===== src/rtl/pdi_pkg.sv =====
// Package: register map, field positions and constants of the decoder input front end
package pdi_pkg;

   // ----------------------------------------
   // Register byte offsets (AHB word aligned)
   // ----------------------------------------
   localparam logic [7:0] PDI_OFF_CONTROL_A     = 8'h00;  // Enable, reset, pin fields
   localparam logic [7:0] PDI_OFF_CONTROL_B_SET = 8'h04;  // Command field
   localparam logic [7:0] PDI_OFF_EVENT_CONTROL = 8'h08;  // Event source and invert
   localparam logic [7:0] PDI_OFF_PRESCALER     = 8'h0C;  // Prescaler select
   localparam logic [7:0] PDI_OFF_FILTER        = 8'h10;  // Filter length
   localparam logic [7:0] PDI_OFF_STATUS        = 8'h14;  // Run state and inputs
   localparam logic [7:0] PDI_OFF_DEBUG_CONTROL = 8'h18;  // Survives soft reset

   // ----------------------------------------
   // Field positions
   // ----------------------------------------
   localparam int PDI_BIT_SOFT_RESET   = 0;   // control_a
   localparam int PDI_BIT_ENABLE       = 1;   // control_a
   localparam int PDI_BIT_COUNT_EVENTS = 2;   // control_a
   localparam int PDI_POS_PIN_EN       = 8;   // control_a, three bits
   localparam int PDI_POS_PIN_INV      = 12;  // control_a, three bits
   localparam int PDI_POS_EVT_EN       = 0;   // event_control, three bits
   localparam int PDI_POS_EVT_INV      = 4;   // event_control, three bits
   localparam int PDI_POS_CMD          = 5;   // control_b_set, three bits

   // ----------------------------------------
   // Sizes, commands, reset values
   // ----------------------------------------
   localparam int         PDI_NUM_INPUTS = 3;
   localparam logic [2:0] PDI_CMD_NONE   = 3'h0;
   localparam logic [2:0] PDI_CMD_START  = 3'h1;
   localparam logic [2:0] PDI_CMD_STOP   = 3'h2;
   localparam logic [3:0] PDI_PRESCALER_SELECT_MAX  = 4'hA;   // Divide by 1024
   localparam logic [3:0] PDI_PRESCALER_SELECT_RST  = 4'h0;
   localparam logic [7:0] PDI_FILTER_RST = 8'h00;

   // Decoder run state, Gray coded along idle -> running -> stopping
   typedef enum logic [1:0] {
      PDI_ST_IDLE = 2'b00,
      PDI_ST_RUN  = 2'b01,
      PDI_ST_STOP = 2'b11
   } pdi_state_t;

endpackage


===== src/rtl/pdi_input_filter.sv =====
// Module: one-input minimum duration filter clocked by a sample enable
`timescale 1ns/10ps
module pdi_input_filter (
   // ----- Clock and reset -----
   input  wire logic       hclk,
   input  wire logic       hresetn,
   input  wire logic       clear,        // Soft reset, synchronous
   // ----- Sampling -----
   input  wire logic       sample,       // Filter tick
   input  wire logic [7:0] length,       // Required stable samples
   input  wire logic       raw_in,       // Conditioned input
   // ----- Result -----
   output logic            filt_out      // Filtered level
);
   import pdi_pkg::*;

   // All state in one struct
   typedef struct packed {
      logic       level;   // Current filtered level
      logic [7:0] count;   // Stable sample count
   } pdi_filt_t;

   pdi_filt_t cur;          // Registered state
   pdi_filt_t next_cur;     // Next state

   // ----------------------------------------
   // Count stable samples of a new level
   // ----------------------------------------
   always_comb begin
      next_cur = cur;
      if (clear) begin
         next_cur = '0;
      end else if (length == 8'h00) begin
         // Zero length: pass straight through
         next_cur.level = raw_in;
         next_cur.count = 8'h00;
      end else if (raw_in == cur.level) begin
         next_cur.count = 8'h00;
      end else if (sample) begin
         if (cur.count + 8'h01 >= length) begin
            next_cur.level = raw_in;
            next_cur.count = 8'h00;
         end else begin
            next_cur.count = cur.count + 8'h01;
         end
      end
   end

   // State register
   always_ff @(posedge hclk or negedge hresetn) begin
      if (!hresetn) begin
         cur <= '0;
      end else begin
         cur <= next_cur;
      end
   end

   assign filt_out = cur.level;

endmodule


===== src/rtl/pdi_front_end.sv =====
// Module: position decoder control, prescaler and input conditioning with AHB-Lite registers
// Bus answers with no wait states and an OKAY response.
// Reads are registered: the word is picked in the address phase
// and stands on hrdata from the data phase until the next read.
// Software should clear the enable bit before a soft reset; the
// block does not guard against a reset while decoding.
// Inputs are taken as synchronous to hclk; an asynchronous pin
// needs a synchroniser ahead of this block.
//
// Decided for this implementation: the AHB-Lite interface to the registers and the register addresses.
`timescale 1ns/10ps
module pdi_front_end (
   // ----- Clock and reset -----
   input  wire logic        hclk,
   input  wire logic        hresetn,
   // ----- AHB-Lite slave -----
   input  wire logic        hsel,
   input  wire logic [31:0] haddr,
   input  wire logic [1:0]  htrans,
   input  wire logic        hwrite,
   input  wire logic [2:0]  hsize,
   input  wire logic [31:0] hwdata,
   input  wire logic        hready,
   output logic [31:0]      hrdata,
   output logic             hreadyout,
   output logic             hresp,
   // ----- Decoder inputs -----
   input  wire logic [2:0]  pin_in,        // Dedicated pins
   input  wire logic [2:0]  event_in,      // Event channels
   // ----- To decoding logic -----
   output logic [2:0]       decode_in,     // Filtered, selected inputs
   output logic             count_tick,    // Counter clock pulse
   output logic             update_now,    // Counter update strobe
   output logic             decoding,      // Decoding running
   output logic             enabled,       // Peripheral enabled
   // ----- Counter side request -----
   input  wire logic        update_req     // Counter update condition
);
   import pdi_pkg::*;

   // ----------------------------------------
   // State
   // ----------------------------------------
   // All registered state but the filters' in one word: bus shadow, control fields,
   // run state and prescaler. Hardware reset clears it all; soft
   // reset keeps debug control and the bus phase bits, so a
   // transfer in flight still completes.
   typedef struct packed {
      logic              enable;       // Peripheral enable
      logic              count_events; // Count events mode
      logic [2:0]        pin_en;       // Pin source enables
      logic [2:0]        pin_inv;      // Pin inversion
      logic [2:0]        evt_en;       // Event source enables
      logic [2:0]        evt_inv;      // Event inversion
      logic [3:0]        prescaler_select;        // Prescaler select
      logic [7:0]        filter;       // Filter length
      logic [7:0]        debug;        // Debug control, kept on soft reset
      pdi_state_t        state;        // Decoding state
      logic [9:0]        div;          // Prescaler counter
      logic              upd_pend;     // Update waiting for a tick
      logic              dph;          // Write data phase pending
      logic              dread;        // Read data phase pending
      logic [7:0]        daddr;        // Latched address
      logic [31:0]       rdata;        // Read data register
      logic              tick;         // Registered counter tick
   } pdi_regs_t;

   pdi_regs_t cur;        // Registered state
   pdi_regs_t next_cur;   // Next state

   // Helper nets between the sections below
   logic [2:0] cond_in;      // Selected, inverted inputs
   logic [2:0] filt_in;      // Filter outputs
   logic       soft_clear;   // Soft reset this cycle
   logic       prescaler_select_tick;   // Prescaled pulse
   logic       prescaler_select_run;    // Prescaler clocked
   logic       addr_ok;      // Address phase valid
   logic [9:0] div_mask;     // Prescaler terminal mask

   // ----------------------------------------
   // Per input: source, polarity and filter
   // ----------------------------------------
   // Pin wins when both enables set; neither selected reads low.
   // Inversion sits ahead of the filter, so the filter works on the
   // active level and its length means the same for either polarity.
   // Filter samples on the generic clock: duration is filter times period.
   genvar g;
   generate
      for (g = 0; g < PDI_NUM_INPUTS; g++) begin : gen_filt
         // Source select and polarity
         assign cond_in[g] = cur.pin_en[g] ? (pin_in[g] ^ cur.pin_inv[g])
                           : cur.evt_en[g] ? (event_in[g] ^ cur.evt_inv[g])
                           : 1'b0;
         // Minimum duration filter
         pdi_input_filter u_filt (
            .hclk     (hclk),
            .hresetn  (hresetn),
            .clear    (soft_clear),
            .sample   (1'b1),
            .length   (cur.filter),
            .raw_in   (cond_in[g]),
            .filt_out (filt_in[g])
         );
      end
   endgenerate

   // ----------------------------------------
   // Prescaler
   // ----------------------------------------
   // Free running up counter; a divide by 2^n pulse comes whenever its
   // low n bits are all ones. A ratio change on the fly may shorten the
   // first period, never stretch it past the new ratio. With nothing to
   // clock the counter is held at zero so an idle block toggles nothing.
   // Running while enabled and decoding, or whenever filtering is set
   assign prescaler_select_run  = (cur.enable && cur.state == PDI_ST_RUN)
                       || (cur.filter != PDI_FILTER_RST);
   // Mask of ones for divide by 2^prescaler_select; values above max clamp
   assign div_mask   = (cur.prescaler_select > PDI_PRESCALER_SELECT_MAX) ? 10'h3FF
                       : 10'((11'h001 << cur.prescaler_select) - 11'h001);
   assign prescaler_select_tick = prescaler_select_run && ((cur.div & div_mask) == div_mask);
   // Soft reset also empties the filters: a level held from before
   // the reset would otherwise leak into the decoder later
   assign soft_clear = cur.dph && (cur.daddr == PDI_OFF_CONTROL_A)
                       && hwdata[PDI_BIT_SOFT_RESET];
   assign addr_ok    = hsel && hready && htrans[1];

   // ----------------------------------------
   // Next state: bus, control, prescaler
   // ----------------------------------------
   // One process works out every next value. Later statements win,
   // so the soft reset block comes last and overrides any write or
   // counter step of the same cycle.
   always_comb begin
      logic [31:0] wd;
      logic        sr;
      wd = hwdata;
      sr = 1'b0;
      next_cur = cur;
      next_cur.dph   = 1'b0;
      next_cur.dread = 1'b0;
      // Address phase capture; the data phase follows on the next
      // edge because the slave is always ready
      if (addr_ok) begin
         next_cur.daddr = haddr[7:0];
         next_cur.dph   = hwrite;
         next_cur.dread = !hwrite;
      end
      // Prescaler counter
      if (prescaler_select_run) begin
         next_cur.div = cur.div + 10'h001;
      end else begin
         next_cur.div = 10'h000;
      end

      // Stop settles to idle after one cycle; a run without the enable
      // falls back to idle. This sits ahead of the register writes so
      // that a start written right after a stop is not lost.
      case (cur.state)
         PDI_ST_STOP: next_cur.state = PDI_ST_IDLE;
         PDI_ST_RUN: begin
            if (!cur.enable) begin
               next_cur.state = PDI_ST_IDLE;
            end
         end
         PDI_ST_IDLE: ;                           // Waits for a start
         default:     next_cur.state = PDI_ST_IDLE;
      endcase
      // Write data phase
      if (cur.dph) begin
         case (cur.daddr)
            PDI_OFF_CONTROL_A: begin
               // A soft reset write applies none of its other fields
               if (wd[PDI_BIT_SOFT_RESET]) begin
                  sr = 1'b1;
               end else begin
                  next_cur.enable       = wd[PDI_BIT_ENABLE];
                  next_cur.count_events = wd[PDI_BIT_COUNT_EVENTS];
                  next_cur.pin_en  = wd[PDI_POS_PIN_EN +: 3];
                  next_cur.pin_inv = wd[PDI_POS_PIN_INV +: 3];
                  if (!wd[PDI_BIT_ENABLE]) begin
                     next_cur.state = PDI_ST_IDLE;
                  end
               end
            end
            PDI_OFF_CONTROL_B_SET: begin
               // Start acts only while enabled; stop is always taken
               if (cur.enable && wd[PDI_POS_CMD +: 3] == PDI_CMD_START) begin
                  next_cur.state = PDI_ST_RUN;
               end else if (wd[PDI_POS_CMD +: 3] == PDI_CMD_STOP) begin
                  next_cur.state = PDI_ST_STOP;
               end
            end
            PDI_OFF_EVENT_CONTROL: begin
               // Event sources and their polarity
               next_cur.evt_en  = wd[PDI_POS_EVT_EN +: 3];
               next_cur.evt_inv = wd[PDI_POS_EVT_INV +: 3];
            end
            // Values above the top are kept as written and clamp in use
            PDI_OFF_PRESCALER: next_cur.prescaler_select  = wd[3:0];
            PDI_OFF_FILTER:    next_cur.filter = wd[7:0];
            PDI_OFF_DEBUG_CONTROL: next_cur.debug = wd[7:0];
            default: ;   // Unmapped writes ignored
         endcase
      end

      // Update deferred to the next prescaled pulse at divide by four and up, unless counting events. A
      // request that meets a pulse is served by it, so nothing is left
      // pending; a pulse alone serves whatever was waiting.
      if (prescaler_select_tick) begin
         next_cur.upd_pend = 1'b0;
      end else if (update_req && cur.prescaler_select > 4'h1 && !cur.count_events) begin
         next_cur.upd_pend = 1'b1;
      end

      // Counter clock: every cycle while running on events, else the
      // prescaled pulse
      next_cur.tick = cur.count_events ? (cur.state == PDI_ST_RUN)
                                       : prescaler_select_tick;

      // Read word picked in the address phase and registered, so it
      // stands on hrdata through the data phase. Control B set is a
      // command port and reads back as zero.
      if (addr_ok && !hwrite) begin
         case (haddr[7:0])
            PDI_OFF_CONTROL_A: next_cur.rdata = {16'h0000, 1'b0, cur.pin_inv, 1'b0,
                                  cur.pin_en, 5'h00, cur.count_events, cur.enable, 1'b0};
            PDI_OFF_EVENT_CONTROL: next_cur.rdata = {25'h0, cur.evt_inv, 1'b0,
                                  cur.evt_en};
            PDI_OFF_PRESCALER: next_cur.rdata = {28'h0, cur.prescaler_select};
            PDI_OFF_FILTER:    next_cur.rdata = {24'h0, cur.filter};
            PDI_OFF_STATUS:    next_cur.rdata = {24'h0, 1'b0, filt_in, 1'b0,
                                  cur.upd_pend, cur.state};
            PDI_OFF_DEBUG_CONTROL: next_cur.rdata = {24'h0, cur.debug};
            default:           next_cur.rdata = 32'h0000_0000;
         endcase
      end

      // Soft reset: everything but debug control and bus phase.
      // Debug control is kept so settings made by a debug host
      // survive a soft reset issued by software.
      if (sr) begin
         next_cur.enable       = 1'b0;
         next_cur.count_events = 1'b0;
         next_cur.pin_en       = 3'h0;
         next_cur.pin_inv      = 3'h0;
         next_cur.evt_en       = 3'h0;
         next_cur.evt_inv      = 3'h0;
         next_cur.prescaler_select        = PDI_PRESCALER_SELECT_RST;
         next_cur.filter       = PDI_FILTER_RST;
         next_cur.state        = PDI_ST_IDLE;
         next_cur.div          = 10'h000;
         next_cur.upd_pend     = 1'b0;
         next_cur.tick         = 1'b0;
      end
   end

   // ----------------------------------------
   // State register
   // ----------------------------------------
   // Hardware reset clears every field at once
   always_ff @(posedge hclk or negedge hresetn) begin
      if (!hresetn) begin
         cur <= '0;
      end else begin
         cur <= next_cur;
      end
   end

   // ----------------------------------------
   // Outputs
   // ----------------------------------------
   // Slave never stalls; response always OKAY. Every register is a
   // plain flop, so a wait state would buy nothing.
   assign hreadyout  = 1'b1;
   assign hresp      = 1'b0;
   assign hrdata     = cur.rdata;
   assign decode_in  = filt_in;
   // Registered tick: one clock after the prescaler terminal count,
   // or high every cycle while running on events
   assign count_tick = cur.tick;
   assign decoding   = cur.state == PDI_ST_RUN;
   assign enabled    = cur.enable;
   // Immediate update at divide by one or two or while counting events, else on a tick.
   // The strobe is combinational: it meets prescaler_select_tick in its own
   // cycle, one cycle ahead of the registered count_tick.
   assign update_now = (cur.prescaler_select <= 4'h1 || cur.count_events) ? update_req
                       : (prescaler_select_tick && (cur.upd_pend || update_req));

endmodule


===== config.mk =====
export PLATFORM = sky130hd
export DESIGN_NAME = pdi_front_end
export DESIGN_NICKNAME = d
export VERILOG_FILES = /design/src/rtl/pdi_pkg.sv /design/src/rtl/pdi_input_filter.sv /design/src/rtl/pdi_front_end.sv
export SDC_FILE = /design/constraint.sdc
export NUM_CORES = 1
export LEC_CHECK = 0
export BUFFER_PORTS_ARGS = -buffer_cell sky130_fd_sc_hd__buf_2
export CORE_MARGIN = 4
export CORE_UTILIZATION = 29
export DETAILED_ROUTE_END_ITERATION = 7
export GPL_TIMING_DRIVEN = 1
export PLACE_DENSITY_LB_ADDON = 0.15
export SLEW_MARGIN = 15
export SYNTH_ARGS = -nofsm -noshare
export SYNTH_HDL_FRONTEND = slang
export SYNTH_SLANG_ARGS = --single-unit

===== constraint.sdc =====
create_clock -name hclk -period 5.3 [get_ports hclk]
set_input_delay 0.53 -clock hclk [delete_from_list [all_inputs] [get_ports hclk]]
set_output_delay 0.53 -clock hclk [all_outputs]
set_load 0.1 [all_outputs]

==> results.sh <==
export IMPL_run_status="complete, no violations"
export IMPL_top_area_cell_type_share_of_the_netlist_area=0.423
export IMPL_worstSkewPairLatency_ps=350
export IMPL_peakVddDrop_uv=158
export IMPL_sequentialPowerShare=0.430
export IMPL_finalHoldViolCount=0
export IMPL_grt_overflow_total=0
export IMPL_port_buffers=55
export IMPL_synthMostInstantiatedCell="sky130_fd_sc_hd__dfrtp_1"
export IMPL_timing_critical_path_slowest_cell_delay_ps=670
export IMPL_endpoint_kind="output pin"
export IMPL_postCtsResizedCells=0
export IMPL_number_of_buffers_added_by_the_clock_tree_synthesis_step=9
export IMPL_h_tree_lvls=3
export IMPL_cts_post_setup_buffers_inserted=0
export IMPL_fraction_of_layout_cells_with_a_size_suffix_above_1=0.177
export IMPL_fp_coreArea_um2=19500
export IMPL_yosysUniqueCellTypes=62
export IMPL_timing_fmax_mhz=251
export IMPL_vias_in_the_first_global_route=4274
export IMPL_asyncSetResetFlopFracSynth=1.00
export IMPL_fill_cells=2066
export IMPL_holdCritPathClass="input pin to async pin"
export IMPL_regToRegSetupSlack_ps=2610
export IMPL_final_routed_wirelength_mm=14.3
export IMPL_tightestPinTransition_ps=801
export IMPL_gr_usage_all_layers=0.134
export IMPL_final_antenna_net_count=0
export IMPL_total_leakage_power_nw=3.13
export IMPL_initial_core_util=0.297
export IMPL_post_dp_hpwl_mm=10.7
export IMPL_netlist_top_cells_area="sky130_fd_sc_hd__dfrtp_1, sky130_fd_sc_hd__ha_1, sky130_fd_sc_hd__buf_4"
export IMPL_rsz0062_at_grt="false"
export IMPL_vias=4192
export IMPL_area_growth_syn_to_layout_pct=10.4
export IMPL_post_cts_hold_buffer_count=0
export IMPL_synth_yosys_seq_area_share=0.423
export IMPL_minimum_hold_slack_ps=159
export IMPL_syn_avg_cell_area_um2=10.1
export IMPL_rows=51
export IMPL_netlist_top_cells_count="sky130_fd_sc_hd__dfrtp_1, sky130_fd_sc_hd__nor2_1, sky130_fd_sc_hd__buf_4"
export IMPL_gpl_final_weighted_congestion=0.780
export IMPL_total_negative_setup_slacks_ps=0
export IMPL_synthesis_instances=576
export IMPL_layout_worst_path_cycle_share=0.753
export IMPL_clockBufferDepth=2
export IMPL_cts_clk_slew_worst_paths_ps=70
export IMPL_cell_chain_of_the_critical_path="nor3_1 > nand2_1 > ha_1 > or4bb_1 > a21oi_1 > o32a_1 > o211ai_1 > o31ai_1 > buf_2"
export IMPL_crit_arrival_ps=3460
export IMPL_maxSlewHeadroom=0.463
export IMPL_remaining_drc_errors=0
export IMPL_top_level_ports=122
export IMPL_worst_reg_to_reg_path_cell_count=8
export IMPL_viasPerCell=4.79
export IMPL_die_w_um=149
export IMPL_gr_max_usage_layer="met2"
export IMPL_dieArea_um2=22300
export IMPL_maximum_number_of_pins_on_one_net_before_global_route_repair=59
export IMPL_power_density_nw_per_um2=341
export IMPL_netlist_top_cell_by_area="sky130_fd_sc_hd__dfrtp_1"
export IMPL_die_height_um=149
export IMPL_period_minus_slack_ps=3990
export IMPL_maxCapViolCount=0
export IMPL_worst_path_dominant_cell_family="compound AO/OA/AOI/OAI gates"
export IMPL_globalRouteMet2Util=0.210
export IMPL_grtUsageMet3=0.0292
export IMPL_synth_edf_count=0
export IMPL_final_max_slew_viol_count=0
export IMPL_worstReg2RegEnd="count_tick$_DFF_PN0_"
export IMPL_timing_setup_critical_path_class="flop to output pin"
export IMPL_tritoncts="built"
export IMPL_power_clock_fraction=0.293
export IMPL_count_of_buffering_cells_on_the_critical_path_with_inverters_included=1
export IMPL_dr_pass1_iters=4
export IMPL_drt_iter0_drc=209
export IMPL_antenna_found_initial=0
export IMPL_routed_wire_length_per_instance_um=16.4
export IMPL_required_ps=4770
export IMPL_worst_clock_skew_ps=6.37
export IMPL_critPathSlowestCell="sky130_fd_sc_hd__dfrtp_1"
export IMPL_cts_sinks=98
export IMPL_rr_startpoint="cur[73]$_DFFE_PN0P_"
export IMPL_yosys_warnings=0
export IMPL_clock_tree_root_buffer_cell="sky130_fd_sc_hd__clkbuf_16"
export IMPL_dominantRegCellSynth="sky130_fd_sc_hd__dfrtp_1"
export IMPL_internal_power_w=0.00138
export IMPL_crit_path_max_fanout=15
export IMPL_grt_first_pass_wirelength_mm=23.4
export IMPL_synthesis_stage_register_bit_count=98
export IMPL_dp_slack_ps=1640
export IMPL_finalSetupViolCount=0
export IMPL_globalRouteMet1Util=0.187
export IMPL_num_antenna_cells=0
export IMPL_comb_power_share=0.277
export IMPL_finalWorstSetupSlack_ps=1310
export IMPL_nets=715
export IMPL_setup_worst_path_start_class="flop"
export IMPL_syn_cell_area_um2=5790
export IMPL_power_switching_fraction=0.368
export IMPL_p_switching_w=0.000803
-- cells in the final DEF (no fill, tap or decap), types with 4 or more instances in the layout --
cell type,netlist,final
sky130_fd_sc_hd__o22ai_1,4,4
sky130_fd_sc_hd__dfrtp_1,98,98
sky130_fd_sc_hd__xnor2_1,17,17
sky130_fd_sc_hd__mux2_2,20,20
sky130_fd_sc_hd__nor3_1,4,4
sky130_fd_sc_hd__nand2b_1,13,13
sky130_fd_sc_hd__a22oi_1,4,4
sky130_fd_sc_hd__nand3_1,20,20
sky130_fd_sc_hd__a21o_1,6,6
sky130_fd_sc_hd__a32o_1,4,4
sky130_fd_sc_hd__and3_1,6,6
sky130_fd_sc_hd__nor2b_1,28,28
sky130_fd_sc_hd__nor2_1,57,57
sky130_fd_sc_hd__nand2_1,35,35
sky130_fd_sc_hd__o21ai_0,22,22
sky130_fd_sc_hd__clkbuf_16,0,9
sky130_fd_sc_hd__inv_1,18,18
sky130_fd_sc_hd__mux2i_1,16,16
sky130_fd_sc_hd__conb_1,2,20
sky130_fd_sc_hd__and2_1,8,8
sky130_fd_sc_hd__ha_1,29,29
sky130_fd_sc_hd__buf_2,6,54
sky130_fd_sc_hd__xor2_1,19,19
sky130_fd_sc_hd__a22o_1,15,15
sky130_fd_sc_hd__a21oi_1,16,16
-- power groups by stage --
stage               combinational, W  sequential (W)  clock [W]
finish                      0.000605        0.000938   0.000640
global route                0.000674        0.000955   0.000695
CTS                         0.000617        0.000939   0.000660
detailed placement          0.000615        0.000953          0
global placement            0.000604        0.000949          0
floorplan                   0.000506        0.000928          0
-- worst max-delay path by stage --
stage	to	startpoint	cells past startpoint
detailed placement	update_now	cur[73]$_DFFE_PN0P_	9
finish	update_now	cur[73]$_DFFE_PN0P_	9
CTS	update_now	cur[73]$_DFFE_PN0P_	9
global placement	update_now	cur[74]$_DFFE_PN0P_	9
global route	update_now	cur[73]$_DFFE_PN0P_	9
floorplan	update_now	cur[73]$_DFFE_PN0P_	10
-- metrics by stage --
step / cells / area (um2) / total power, W / util
finish: 875 / 6400 / 0.00218 / 0.328
global route: 875 / 6400 / 0.00232 / 0.328
CTS: 875 / 6400 / 0.00222 / 0.328
detailed placement: 859 / 6110 / 0.00157 / 0.313
global placement: 859 / 6110 / 0.00155 / 0.313
floorplan: 594 / 5860 / 0.00143 / -
-- worst register-to-register path, stage by stage (launching register included) --
cell and delay [ps]:
sky130_fd_sc_hd__dfrtp_1 670, sky130_fd_sc_hd__nor3_1 190, sky130_fd_sc_hd__nand2_1 110, sky130_fd_sc_hd__ha_1 370, sky130_fd_sc_hd__or4bb_1 430, sky130_fd_sc_hd__a21oi_1 170, sky130_fd_sc_hd__o32a_1 170, sky130_fd_sc_hd__o211ai_1 140
sky130_fd_sc_hd__o41ai_1 310
-- flip-flops by register name (all words and copies together), names as in the netlist --
name and flops:
cur 55, hrdata 14, gen_filt.u_filt.cur 24, enabled 1
gen_filt.u_filt.filt_out 3, count_tick 1
-- per-layer routing --
metal	wire [um]	vias up	share of wire
met1	6910	2069	0.48
met5	0	-	0
met4	242	0	0.017
met3	492	18	0.034
li1	-	2023	-
met2	6670	82	0.47
-- cell type report --
cell class                      instances  area, um2  area share
Inverter                               18       67.6      0.0106
Clock buffer                           14        274      0.0428
Clock inverter                          2       10.0     0.00156
Timing Repair Buffer                   57        293      0.0458
Tap cell                              265        332      0.0518
Multi-Input combinational cell        421       2970       0.464
Sequential cell                        98       2450       0.383
-- cell families after synthesis --
kind of cell               after synthesis  share of synthesized area
DFF                                     98                      0.423
other                                    2                    0.00130
adders and majority gates               29                     0.0626
buffers and inverters                   75                     0.0758
and+or+nand+nor                        200                      0.189
xor gates and xnor gates                36                     0.0544
muxes                                   36                     0.0665
AOI/OAI and AO/OA                      100                      0.127
No activity file was read; power rests on OpenSTA's default activity.
